### src/logic/uart_pkg.sv
// Purpose: Shared constants and types for the serial receiver and its far-end transmitter.
// Assumes: One kernel clock; 8-bit characters; 16-bit baud divisor.
// Notes: Stop and clock-source codes are the values driven on the configuration ports.
package uart_pkg;

  localparam int DIV_W = 16;
  localparam int DATA_W = 8;
  localparam int FIFO_DEPTH = 16;
  localparam int TICK_W = 5;

  // -----------------------------------------------------------------
  // Sampling and baud timing
  // -----------------------------------------------------------------
  localparam logic [TICK_W-1:0] OS16_TICKS = 5'h10;
  localparam logic [TICK_W-1:0] OS8_TICKS = 5'h08;
  localparam logic [TICK_W-1:0] SAMPLE_SPAN = 5'h02;
  localparam logic [DIV_W:0] ACC_STEP = 17'h00010;
  localparam logic [DIV_W-1:0] MIN_DIV = 16'h0010;
  localparam logic [DIV_W-1:0] BAUD_RESET = 16'h0010;
  localparam logic [2:0] LAST_BIT = 3'h7;

  // -----------------------------------------------------------------
  // Configuration codes
  // -----------------------------------------------------------------
  localparam logic [1:0] STOP_ONE = 2'h0;
  localparam logic [1:0] STOP_HALF = 2'h1;
  localparam logic [1:0] STOP_TWO = 2'h2;
  localparam logic [1:0] STOP_ONEHALF = 2'h3;

  localparam logic [1:0] SRC_BUS = 2'h0;
  localparam logic [1:0] SRC_CORE = 2'h1;
  localparam logic [1:0] SRC_FAST_INT = 2'h2;
  localparam logic [1:0] SRC_LOW_EXT = 2'h3;
  localparam logic DUAL_DOMAIN = 1'b1;

  typedef enum logic [1:0] {RX_IDLE, RX_START, RX_DATA, RX_STOP} rx_state_type;
  typedef enum logic [1:0] {TX_IDLE, TX_START, TX_DATA, TX_STOP} tx_state_type;

endpackage

### src/logic/serial_link_if.sv
// Purpose: Serial receive line between the far-end transmitter and the receiver.
// Assumes: The line idles high; only the far end drives it.
// Notes: The receiver treats the line as asynchronous and synchronises it itself.
interface serial_link_if;
  logic line;
  modport device (input line);
  modport far (output line);
endinterface

### src/logic/uart_rx_end.sv
// Purpose: Receive-side bit sampling, error flags and shared baud generator.
// Assumes: Software keeps the baud divisor at 16 or more and the clock source fixed while on.
// Notes: Received characters pass a 16-word FIFO and a registered output stage.
//
// Overview of operation
// - Pick clock source before enabling unit.
// - Source selectable only with dual domain support.
// - Oversample select picks 16x or 8x sampling.
// - Three-sample majority; disagreement raises noise.
// - Single-sample mode never raises noise flag.
// - Mixed triples give majority value plus noise.
// - Noise flag rises with buffer-full; data kept.
// - Errors interrupt only in multibuffer with enable.
// - Noise flag holds until noise-clear write.
// - Special modes force 16x oversampling.
// - Bad stop bit flags framing, stores character.
// - Framing-clear write resets framing error flag.
// - Stop length one/two, half/one-and-half.
// - Half stop bit is never sampled.
// - Single stop sampled on ticks 8-10.
// - One-and-half stop sampled ticks 16-18.
// - Card NACK low shows as framing error.
// - Two stops: first checked, full after it.
// - Shared baud from kernel clock and divisor.
// - At 8x, register packs divisor shifted right.
// - New divisor takes effect right after write.
// - Software keeps divisor at sixteen or more.

// ---------------------------------------------------------------------
// Receive FIFO
// ---------------------------------------------------------------------
module rx_fifo #(
  parameter int WIDTH = 8,
  parameter int DEPTH = 16
) (
  input wire logic clk, // Kernel clock.
  input wire logic nrst, // Synchronous reset, active low.
  input wire logic in_valid, // Write request.
  output logic in_ready, // Space available.
  input wire logic [WIDTH-1:0] in_data, // Write data.
  output logic out_valid, // Data available.
  input wire logic out_ready, // Read acknowledge.
  output logic [WIDTH-1:0] out_data // Head word.
);
  localparam int AW = $clog2(DEPTH);
  logic [WIDTH-1:0] mem [DEPTH];
  logic [AW:0] wptr_reg;
  logic [AW:0] rptr_reg;
  wire do_write = in_valid & in_ready;
  wire do_read = out_valid & out_ready;
  wire ptr_same = wptr_reg[AW-1:0] == rptr_reg[AW-1:0];

  assign in_ready = ~(ptr_same & (wptr_reg[AW] != rptr_reg[AW]));
  assign out_valid = wptr_reg != rptr_reg;
  assign out_data = mem[rptr_reg[AW-1:0]];

  always_ff @(posedge clk) begin
    if (do_write) begin
      mem[wptr_reg[AW-1:0]] <= in_data;
    end
  end

  always_ff @(posedge clk) begin
    if (!nrst) begin
      wptr_reg <= '0;
      rptr_reg <= '0;
    end else begin
      wptr_reg <= wptr_reg + (AW+1)'(do_write);
      rptr_reg <= rptr_reg + (AW+1)'(do_read);
    end
  end
endmodule // rx_fifo

// ---------------------------------------------------------------------
// Receiver end
// ---------------------------------------------------------------------
module uart_rx_end (
  input wire logic clk, // Kernel clock, 10 MHz.
  input wire logic nrst, // Synchronous reset, active low.
  serial_link_if.device link, // Serial receive line.
  input wire logic unit_on_bit, // Unit enable.
  input wire logic rx_side_on, // Receiver enable.
  input wire logic [1:0] clk_src_sel, // Requested kernel clock source.
  input wire logic oversample_half_select, // 1 selects 8x oversampling unless special_mode is set.
  input wire logic single_sample_select, // 1 selects one sample per bit.
  input wire logic special_mode, // LIN, smartcard or infrared mode.
  input wire logic [1:0] stop_sel, // Expected stop length code.
  input wire logic multibuffer, // DMA operation.
  input wire logic error_irq_on, // Error interrupt enable.
  input wire logic baud_wr, // Write strobe for the baud register.
  input wire logic [uart_pkg::DIV_W-1:0] baud_wdata, // Baud register write data.
  input wire logic flag_clear_wr, // Write strobe for the flag clear register.
  input wire logic noise_clear_bit, // Clears the noise flag.
  input wire logic framing_clear_bit, // Clears the framing error flag.
  input wire logic rx_ready, // Consumer takes the character.
  output logic [uart_pkg::DATA_W-1:0] rx_data_reg, // Received character.
  output logic rx_valid, // Character available.
  output logic rx_buffer_full, // Any received data held.
  output logic noise_flag, // Noise seen in a stored frame.
  output logic framing_error_flag, // Stop bit missing in a stored frame.
  output logic error_irq, // Error interrupt request.
  output logic [uart_pkg::DIV_W-1:0] baud_rate_reg, // Baud register readback.
  output logic [1:0] kernel_src // Active kernel clock source.
);
  import uart_pkg::*;

  rx_state_type state_reg, state_next;
  logic line_meta_reg, line_sync_reg, line_prev_reg;
  logic [DIV_W-1:0] acc_reg;
  logic [TICK_W-1:0] cnt_reg;
  logic [1:0] samp_reg;
  logic [2:0] bit_idx_reg;
  logic [DATA_W-1:0] shift_reg;
  logic noise_acc_reg, stop_bad_reg;
  logic [DATA_W-1:0] fifo_data;
  logic fifo_valid, fifo_in_ready;

  // -------------------------------------------------------------------
  // Baud generator
  // -------------------------------------------------------------------
  // Both oversampling modes reduce to one tick every div/16 clocks, so a
  // phase accumulator serves both and keeps the fractional divisor exact.
  wire os8_eff = oversample_half_select & ~special_mode;
  wire [DIV_W-1:0] div_eff = os8_eff ?
    {baud_rate_reg[DIV_W-1:4], baud_rate_reg[2:0], 1'b0} : baud_rate_reg;
  wire [DIV_W:0] acc_sum = {1'b0, acc_reg} + ACC_STEP;
  wire tick = unit_on_bit & (acc_sum >= {1'b0, div_eff});
  wire [DIV_W-1:0] acc_next = (baud_wr | ~unit_on_bit) ? '0 :
    tick ? DIV_W'(acc_sum - {1'b0, div_eff}) : acc_sum[DIV_W-1:0];

  // -------------------------------------------------------------------
  // Sample positions
  // -------------------------------------------------------------------
  wire [TICK_W-1:0] n_ticks = os8_eff ? OS8_TICKS : OS16_TICKS;
  wire [TICK_W-1:0] half_ticks = n_ticks >> 1;
  wire in_stop = state_reg == RX_STOP;
  wire stop_onehalf = stop_sel == STOP_ONEHALF;
  wire stop_half = stop_sel == STOP_HALF;
  wire [TICK_W-1:0] base = (in_stop & stop_onehalf) ? n_ticks : half_ticks;
  wire [TICK_W-1:0] stop_end = stop_half ? half_ticks :
    stop_onehalf ? TICK_W'(n_ticks + half_ticks) : n_ticks;
  wire [TICK_W-1:0] end_ticks = in_stop ? stop_end : n_ticks;
  wire busy = state_reg != RX_IDLE;
  wire [TICK_W-1:0] cnt_inc = cnt_reg + TICK_W'(1);
  wire in_window = (cnt_inc >= base) & (cnt_inc < TICK_W'(base + SAMPLE_SPAN));
  wire take = tick & busy & in_window & ~(in_stop & stop_half);
  wire eval = tick & busy & (cnt_inc == TICK_W'(base + SAMPLE_SPAN)) &
    ~(in_stop & stop_half);
  wire bit_end = tick & busy & (cnt_inc == end_ticks);

  // -------------------------------------------------------------------
  // Bit value and noise
  // -------------------------------------------------------------------
  wire s0 = samp_reg[1];
  wire s1 = samp_reg[0];
  wire s2 = line_sync_reg;
  wire majority = (s0 & s1) | (s0 & s2) | (s1 & s2);
  wire disagree = ~((s0 & s1 & s2) | ~(s0 | s1 | s2));
  wire bit_val = single_sample_select ? s1 : majority;
  wire noise_hit = eval & disagree & ~single_sample_select;
  wire falling = line_prev_reg & ~line_sync_reg;
  wire go = unit_on_bit & rx_side_on & falling & fifo_in_ready;
  wire push = in_stop & bit_end;

  always_comb begin
    state_next = state_reg;
    unique case (state_reg)
      RX_IDLE: if (go) state_next = RX_START;
      RX_START: begin
        if (eval & bit_val) begin
          state_next = RX_IDLE;
        end else if (bit_end) begin
          state_next = RX_DATA;
        end
      end
      RX_DATA: if (bit_end && bit_idx_reg == LAST_BIT) state_next = RX_STOP;
      RX_STOP: if (bit_end) state_next = RX_IDLE;
    endcase
    if (!unit_on_bit || !rx_side_on) begin
      state_next = RX_IDLE;
    end
  end

  // -------------------------------------------------------------------
  // Output stage and flags
  // -------------------------------------------------------------------
  wire load = fifo_valid & (~rx_valid | rx_ready);
  wire valid_next = load | (rx_valid & ~rx_ready);
  wire noise_clr = flag_clear_wr & noise_clear_bit;
  wire fe_clr = flag_clear_wr & framing_clear_bit;
  // A frame ending in the clear cycle still sets its flag.
  wire noise_next = (push & noise_acc_reg) | (noise_flag & ~noise_clr);
  wire fe_next = (push & stop_bad_reg) | (framing_error_flag & ~fe_clr);
  wire irq_next = multibuffer & error_irq_on & (noise_next | fe_next);

  rx_fifo #(.WIDTH(DATA_W), .DEPTH(FIFO_DEPTH)) fifo_inst (
    .clk(clk),
    .nrst(nrst),
    .in_valid(push),
    .in_ready(fifo_in_ready),
    .in_data(shift_reg),
    .out_valid(fifo_valid),
    .out_ready(load),
    .out_data(fifo_data)
  );

  always_ff @(posedge clk) begin
    line_meta_reg <= link.line;
    line_sync_reg <= line_meta_reg;
    line_prev_reg <= line_sync_reg;
  end

  always_ff @(posedge clk) begin
    if (!nrst) begin
      state_reg <= RX_IDLE;
      acc_reg <= '0;
      baud_rate_reg <= BAUD_RESET;
      kernel_src <= SRC_BUS;
    end else begin
      state_reg <= state_next;
      acc_reg <= acc_next;
      if (baud_wr) baud_rate_reg <= baud_wdata;
      // Switching sources while running is unsupported, so only track it while off.
      if (!unit_on_bit) kernel_src <= DUAL_DOMAIN ? clk_src_sel : SRC_BUS;
    end
  end

  always_ff @(posedge clk) begin
    if (!nrst || state_reg == RX_IDLE) begin
      cnt_reg <= '0;
      bit_idx_reg <= '0;
    end else if (bit_end) begin
      cnt_reg <= '0;
      bit_idx_reg <= (state_reg == RX_DATA) ? bit_idx_reg + 3'h1 : bit_idx_reg;
    end else if (tick) begin
      cnt_reg <= cnt_inc;
    end
  end

  always_ff @(posedge clk) begin
    if (!nrst) begin
      samp_reg <= '0;
      shift_reg <= '0;
      noise_acc_reg <= 1'b0;
      stop_bad_reg <= 1'b0;
    end else if (go && state_reg == RX_IDLE) begin
      noise_acc_reg <= 1'b0;
      stop_bad_reg <= 1'b0;
    end else begin
      if (take) samp_reg <= {samp_reg[0], line_sync_reg};
      if (noise_hit) noise_acc_reg <= 1'b1;
      if (eval && state_reg == RX_DATA) shift_reg <= {bit_val, shift_reg[DATA_W-1:1]};
      if (eval && in_stop) stop_bad_reg <= ~bit_val;
    end
  end

  always_ff @(posedge clk) begin
    if (!nrst) begin
      rx_valid <= 1'b0;
      rx_data_reg <= '0;
      rx_buffer_full <= 1'b0;
      noise_flag <= 1'b0;
      framing_error_flag <= 1'b0;
      error_irq <= 1'b0;
    end else begin
      rx_valid <= valid_next;
      if (load) rx_data_reg <= fifo_data;
      rx_buffer_full <= push | fifo_valid | valid_next;
      noise_flag <= noise_next;
      framing_error_flag <= fe_next;
      error_irq <= irq_next;
    end
  end
endmodule // uart_rx_end

### src/flat_wrapper.sv
// flat-port wrapper written by rule: the top's interface ports become plain ports
module uart_rx_end_flat import uart_pkg::*;
  (clk, nrst, unit_on_bit, rx_side_on, clk_src_sel, oversample_half_select, single_sample_select, special_mode, stop_sel, multibuffer, error_irq_on, baud_wr, baud_wdata, flag_clear_wr, noise_clear_bit, framing_clear_bit, rx_ready, rx_data_reg, rx_valid, rx_buffer_full, noise_flag, framing_error_flag, error_irq, baud_rate_reg, kernel_src, link_line);
  serial_link_if link_i ();
  input wire logic clk;
  input wire logic nrst;
  input wire logic unit_on_bit;
  input wire logic rx_side_on;
  input wire logic [1:0] clk_src_sel;
  input wire logic oversample_half_select;
  input wire logic single_sample_select;
  input wire logic special_mode;
  input wire logic [1:0] stop_sel;
  input wire logic multibuffer;
  input wire logic error_irq_on;
  input wire logic baud_wr;
  input wire logic [uart_pkg::DIV_W-1:0] baud_wdata;
  input wire logic flag_clear_wr;
  input wire logic noise_clear_bit;
  input wire logic framing_clear_bit;
  input wire logic rx_ready;
  output logic [uart_pkg::DATA_W-1:0] rx_data_reg;
  output logic rx_valid;
  output logic rx_buffer_full;
  output logic noise_flag;
  output logic framing_error_flag;
  output logic error_irq;
  output logic [uart_pkg::DIV_W-1:0] baud_rate_reg;
  output logic [1:0] kernel_src;
  input wire logic [$bits(link_i.line)-1:0] link_line;
  assign link_i.line = link_line;
  uart_rx_end u_core (.clk(clk), .nrst(nrst), .link(link_i), .unit_on_bit(unit_on_bit), .rx_side_on(rx_side_on), .clk_src_sel(clk_src_sel), .oversample_half_select(oversample_half_select), .single_sample_select(single_sample_select), .special_mode(special_mode), .stop_sel(stop_sel), .multibuffer(multibuffer), .error_irq_on(error_irq_on), .baud_wr(baud_wr), .baud_wdata(baud_wdata), .flag_clear_wr(flag_clear_wr), .noise_clear_bit(noise_clear_bit), .framing_clear_bit(framing_clear_bit), .rx_ready(rx_ready), .rx_data_reg(rx_data_reg), .rx_valid(rx_valid), .rx_buffer_full(rx_buffer_full), .noise_flag(noise_flag), .framing_error_flag(framing_error_flag), .error_irq(error_irq), .baud_rate_reg(baud_rate_reg), .kernel_src(kernel_src));
endmodule
### config.mk
export PLATFORM = sky130hd
export DESIGN_NAME = uart_rx_end_flat
export DESIGN_NICKNAME = d
export VERILOG_FILES = /design/src/logic/uart_pkg.sv /design/src/logic/serial_link_if.sv /design/src/logic/uart_rx_end.sv /design/src/flat_wrapper.sv
export SDC_FILE = /design/constraint.sdc
export NUM_CORES = 1
export LEC_CHECK = 0
export BUFFER_PORTS_ARGS = -buffer_cell sky130_fd_sc_hd__buf_2
export CAP_MARGIN = 20
export CORE_ASPECT_RATIO = 1.1
export CORE_MARGIN = 8
export CORE_UTILIZATION = 45
export CTS_CLUSTER_DIAMETER = 150
export DETAILED_ROUTE_END_ITERATION = 10
export SLEW_MARGIN = 25
export SYNTH_ARGS = -nofsm -noshare
export SYNTH_HDL_FRONTEND = slang
export SYNTH_SLANG_ARGS = --single-unit
### constraint.sdc
create_clock -name clk -period 7.1 [get_ports clk]
set_input_delay 1.065 -clock clk [delete_from_list [all_inputs] [get_ports clk]]
set_output_delay 1.065 -clock clk [all_outputs]
set_load 0.05 [all_outputs]
==> run metrics, run 1 <==
status=completed; Die Span X=156 um; Hold Fails Final Rpt=0; Max-cap violations=0; row count=56; first-pass GRT wire length=36,700 um; Routed wire per std cell=20.0 um; r2r endpoint=u_core.fifo_inst.mem[0][6]; number of synthesized flops with an enable pin=128; IO Count=66; hpwl dp=16,000 um; largest net degree at the start of global routing=43; vias in the first global route=6,651; Worst Hold End=u_core.line_sync_reg; worst slack, placed=2220 ps; R2R cell count=11; initial DRC count=459; IO buf count=65; Post-Synth XOR/XNOR Area=3.35%; Mapped Avg Cell Area=12.5 sq um; Finished Cell Area=11,000 sq um; Initial DRT Pass Iterations=4; Initial Utilization=45.5%; initial antenna violation count=0; Worst EP required=7230 ps; Core ar.=21,200 sq um; worst setup margin=2830 ps; r2r setup slk=3180 ps; clk_skew=14.1 ps; die area=26,400 sq um; Slowest-stage cell, CP=nor4b_2; worst hold stages=0; worst reg2reg path startpoint=u_core.acc_reg[4]; simple-gate share of the synthesized area=11.0%; WP buf/inv=2; Final Setup Violations=0; setup repair after global routing missed its margin=no; Worst-Skew Late Latency=510 ps; Sum Neg Setup Slack=0 ps; total power=2.81 mW; worst-margin pin slew=985 ps; GRT Resource Usage Total=17.6%; post-cts sizing count=0; Num CTS Buffers=23; GP Congestion=0.881; Synth Area in Adders=4.49%; max reg flops=128; number of synthesized register bits=210; layout cells sized above 1=20.0%; leak pwr=4.29 nW; postcts setup bufs=0; Max-slew headroom=33.8%; delay-heaviest family, CP=simple AND/OR/NAND/NOR gates; Die Ht=169 um; period utilisation layout=60.1%; Synth async-reset ratio=0%; antenna cell count=0; worst path cell trace=buf_2 -> nor2b_1 -> inv_2 -> mux2i_1 -> ha_1 -> nand3_1 -> o211ai_1 -> a211oi_1 -> o21ai_2 -> o2111ai_4 -> nor4b_2; Layout area overhead=14.5%; max incr delay on CP=950 ps; Clock transition at path regs=60 ps; CTS tree=yes; startpoint types=input port; via count=6,421; Routed WL=22,700 um; global route overflow=0; nets@finish=899; yosys warns=0; fmax=234 MHz; post-synthesis cell count=771; critical path class=in -> reg; Seq/Total Area, Yosys=56.9%; Clk Tree Root Cell=clkbuf_16; Synthesized Nets=840; Final Critical Period=4270 ps; Post-DRT Antenna Nets=0; vias per std cell=5.65; Synth cell types=54; Clock Path Buffers=3; Critical Path End Type=register; type of the tightest min-delay check=reg -> reg; Area after DPL=10,200 sq um; post-synthesis compound-gate area fraction=8.61%; clock sinks=210; CP max FO=17; main combinational cell family by area after synthesis=multiplexers; DRC viols=0; Pwr Density=255 nW/um^2; Syn Std Cell Area=9640 sq um; max-slew violations=0; post-synthesis mux area share=12.4%; Primary FF master, synth=edfxtp_1; arrival time worst endpoint=4400 ps; Worst VDD drop=0.000152 V; hold_buf cts=0; H-Tree Level Count=1; hold wc startpoint=u_core.line_meta_reg
==> report_power, final <==
part | leakage, nW | total (mW) | internal [mW] | switching (mW)
logic | 1.76 | 0.335 | 0.125 | 0.210
registers | 2.16 | 1.30 | 1.29 | 0.00951
clock network | 0.370 | 1.17 | 0.706 | 0.469
==> worst register-to-register path, delay by kind of cell, from the launching register on <==
family | cells | cell delay, ps
flip-flops | 1 | 420
adder cells (fa/ha/maj) | 2 | 450
XOR/XNOR | 1 | 290
AO/OA/AOI/OAI | 3 | 820
AND/OR/NAND/NOR | 5 | 1580
==> cell families (layout without fill, tap and decap cells) <==
kind of cell             Yosys count  count (layout)
multiplexers                      69              69
XOR/XNOR                          36              36
AND/OR/NAND/NOR                  210             210
buffers and inverters             80             156
AO/OA/AOI/OAI                    132             132
flip-flops                       210             210
adder cells (fa/ha/maj)           34              34
==> cell usage after synthesis (6+ instances only) <==
master | instances | share of area, %
a211oi_1 | 14 | 1.1
a21o_1 | 7 | 0.55
a21oi_1 | 43 | 2.2
and2_1 | 9 | 0.58
and3_1 | 6 | 0.39
buf_1 | 6 | 0.23
buf_2 | 9 | 0.47
clkbuf_1 | 26 | 1.0
dfxtp_1 | 82 | 17
edfxtp_1 | 128 | 40
ha_1 | 33 | 4.3
inv_1 | 37 | 1.4
mux2i_1 | 29 | 3.0
mux4_2 | 40 | 9.3
nand2_1 | 32 | 1.2
nand2b_1 | 7 | 0.45
nand3_1 | 41 | 2.1
nand4_1 | 9 | 0.58
nor2_1 | 50 | 1.9
nor3_1 | 27 | 1.4
nor4_1 | 8 | 0.52
o211ai_1 | 8 | 0.62
o21ai_0 | 27 | 1.4
o31ai_1 | 6 | 0.47
xnor2_1 | 22 | 2.0
xor2_1 | 13 | 1.2
==> stage by stage <==
step / utilization (%) / std cells / hold slack [ps]
floorplan: - / 771 / 310
finish: 52.1 / 1137 / 324
global route: 52.1 / 1137 / 338
global placement: 48.4 / 1095 / 321
CTS: 51.9 / 1137 / 329
detailed placement: 48.4 / 1095 / 320
==> worst max-delay path by stage <==
stage	startpoint	cells past startpoint	end	slack [ps]
after floorplan	oversample_half_select	13	u_core.fifo_inst.mem[0][0]	2860
after global placement	special_mode	11	u_core.fifo_inst.mem[5][7]	2550
after detailed placement	special_mode	11	u_core.fifo_inst.mem[11][4]	2220
after CTS	special_mode	11	u_core.fifo_inst.mem[11][4]	2740
after global routing	special_mode	11	u_core.fifo_inst.mem[0][7]	2540
final	special_mode	11	u_core.fifo_inst.mem[0][6]	2830
==> routing by layer <==
metal | global-route usage [%] | vias up | wire, um
li1 | - | 3031 | -
met3 | 2.88 | 37 | 1150
met4 | 5.36 | 0 | 549
met5 | 0 | - | 0
met2 | 30.8 | 192 | 11600
met1 | 21.8 | 3161 | 9410
==> placed cells by master, fill, tap and decap left out, drive strengths merged, types with 3 or more instances in the layout <==
cell type  synthesis  layout
xor2              14      14
or4                3       3
nand4              9       9
a21o               7       7
clkbuf            26      32
nor2              50      50
edfxtp           128     128
nand3             42      42
and3               6       6
nand2b             7       7
mux4              40      40
and2               9       9
o21a               5       5
o211ai             8       8
a21oi             43      43
ha                33      33
o21ai             29      29
xnor2             22      22
or3                3       3
nand2             32      32
buf               16      76
dfxtp             82      82
nor3              28      28
inv               38      39
a211oi            14      14
clkinv             0       7
mux2i             29      29
a31oi              5       5
o22ai              3       3
nor4               8       8
and4               4       4
nor2b              5       5
o31ai              6       6
==> area by class of cell <==
class	count	area [sq um]
well taps	290	363
clock buffers	32	642
repair buffers	76	408
fillers	1859	10100
clock inverters	10	105
inverters	38	143
multi-input cells	481	3880
flip-flops and latches	210	5490
(Power assumes the default switching activity.)
==> inputs of run 2 (changes only) <==
Clock period 7.1 ns to 3.55 ns, I/O delays scaled along.
==> run 2 against run 1 <==
Sequential power up 100%. Clock skew up 1.6 ps. Critical endpoint is now u_core.fifo_inst.mem[8][4]. Flip-flop and latch count unchanged. Non-clock buffer count up 22. Cell area up 1.7%. Highest routed layer unchanged. Largest power group unchanged. Critical path type is now reg -> reg.
==> run metrics, run 2 (synthesis results as in run 1) <==
status=completed; commonest non-fill, non-tap cell in the layout=edfxtp_1; WP buf/inv=3; Layout area overhead=16.4%; Clock transition at path regs=60 ps; H-Tree Level Count=1; Worst VDD drop=0.000368 V; hold wc startpoint=link_line; CP max FO=16; Num CTS Buffers=22; multi-input logic area=3850 sq um; vias in the first global route=6,863; total power=5.71 mW; R2R cell count=13; type of the tightest min-delay check=in -> reg; Core ar.=21,200 sq um; number of fill cells=1,866; Initial Utilization=45.5%; Pwr Density=509 nW/um^2; startpoint types=register; Hold Fails Final Rpt=0; Max-cap violations=0; period utilisation layout=92.1%; Max-slew headroom=42.9%; largest net degree at the start of global routing=40; fmax=306 MHz; worst reg2reg path startpoint=u_core.acc_reg[8]; die area=26,400 sq um; worst setup margin=281 ps; r2r setup slk=280 ps; clock sinks=210; global route overflow=0; critical path class=reg -> reg; Worst-Skew Late Latency=510 ps; GRT Resource Usage Total=17.6%; worst hold stages=1; Final Setup Violations=0; Slowest-stage cell, CP=dfxtp_1; Routed WL=22,900 um; IO Count=66; Clk Tree Root Cell=clkbuf_16; worst slack, placed=2.56 ps; Final Critical Period=3270 ps; clk_skew=15.7 ps; first-pass GRT wire length=36,500 um; row count=56; nets@finish=920; Routed wire per std cell=19.8 um; max incr delay on CP=410 ps; antenna cell count=0; worst path cell trace=nand4_1 -> nor2_1 -> nand3_1 -> xnor2_1 -> ha_1 -> inv_1 -> nor3_1 -> o21ai_1 -> o21ai_2 -> o2111ai_4 -> buf_4 -> nor4_1 -> buf_4; most frequent cell on the critical path=buf_4; Post-DRT Antenna Nets=0; setup repair after global routing missed its margin=no; IO buf count=65; via count=6,490; r2r endpoint=u_core.fifo_inst.mem[8][4]; GP Congestion=0.848; DR WL met3=1330 um; Top Metal Used=met4; initial antenna violation count=0; Clock Path Buffers=3; worst-margin pin slew=855 ps; WL met2=11,200 um; max-slew violations=0; Die Ht=169 um; DRC viols=0; hpwl dp=16,200 um; delay-heaviest family, CP=simple AND/OR/NAND/NOR gates; hold_buf cts=0; layout cells sized above 1=21.7%; leak pwr=4.42 nW; M1 WL=9470 um; most frequent cells in the layout=edfxtp_1, dfxtp_1, buf_2; register area=5490 sq um; arrival time worst endpoint=3490 ps; Worst EP required=3770 ps; max reg flops=128; CTS tree=yes; vias per std cell=5.61; initial DRC count=424; Initial DRT Pass Iterations=5; Worst Hold End=u_core.line_meta_reg; Die Span X=156 um; Critical Path End Type=register
[run 2: cell types whose count changed in the layout (fill, tap and decap cells not counted), moves of 2 or more]
| cell | before | now |
|---|---|---|
| clkbuf_1 | 6 | 3 |
| buf_4 | 11 | 31 |
| buf_12 | 0 | 2 |
| nor3_1 | 19 | 26 |
| nor3_2 | 8 | 1 |
| clkbuf_8 | 1 | 3 |
[run 2: stage by stage]
| stage | cell area [sq um] | util, % | TNS, ps | hold WS, ps | cells |
|---|---|---|---|---|---|
| 2_1_floorplan | 9640 | - | -4190 | 310 | 771 |
| 3_3_place_gp | 10400 | 49.3 | 0 | 320 | 1116 |
| 3_5_place_dp | 10400 | 49.3 | 0 | 322 | 1116 |
| 4_1_cts | 11200 | 52.9 | 0 | 108 | 1156 |
| 5_1_grt | 11200 | 53.0 | 0 | 114 | 1157 |
| 6_report | 11200 | 53.0 | 0 | 122 | 1157 |
[run 2: what timing repair did]
action	in CTS	in global routing
resized for setup	0	4
endpoints found under the setup margin	0	131
setup buffers	0	1
[run 2: report_power, final]
part / leakage [nW] / internal (mW) / switching, mW
sequential: 2.16 / 2.59 / 0.0205
clock: 0.377 / 1.47 / 0.937
combinational: 1.88 / 0.273 / 0.421
[run 2: worst max-delay path by stage]
| stage | start | to | depth (start not counted) |
|---|---|---|---|
| floorplan | oversample_half_select | u_core.fifo_inst.mem[12][0] | 13 |
| global route | u_core.acc_reg[5] | u_core.fifo_inst.wptr_reg[4] | 15 |
| global placement | special_mode | u_core.fifo_inst.mem[4][6] | 13 |
| finish | u_core.acc_reg[8] | u_core.fifo_inst.mem[8][4] | 13 |
| detailed placement | special_mode | u_core.fifo_inst.mem[4][3] | 13 |
| CTS | u_core.acc_reg[4] | u_core.fifo_inst.mem[4][6] | 13 |
[run 2: per-layer routing]
| layer | global-route usage, % | up-vias |
|---|---|---|
| met4 | 7.94 | 0 |
| met3 | 3.52 | 66 |
| met2 | 30.0 | 205 |
| met5 | 0 | - |
| li1 | - | 3059 |
| met1 | 21.2 | 3160 |
[run 2: layout make-up]
| type | count | share of cell area (%) |
|---|---|---|
| flip-flops and latches | 210 | 48.9 |
| multi-input cells | 481 | 34.4 |
| clock buffers | 29 | 5.60 |
| repair buffers | 98 | 5.33 |
| well taps | 290 | 3.24 |
| clock inverters | 11 | 1.27 |
| inverters | 38 | 1.27 |
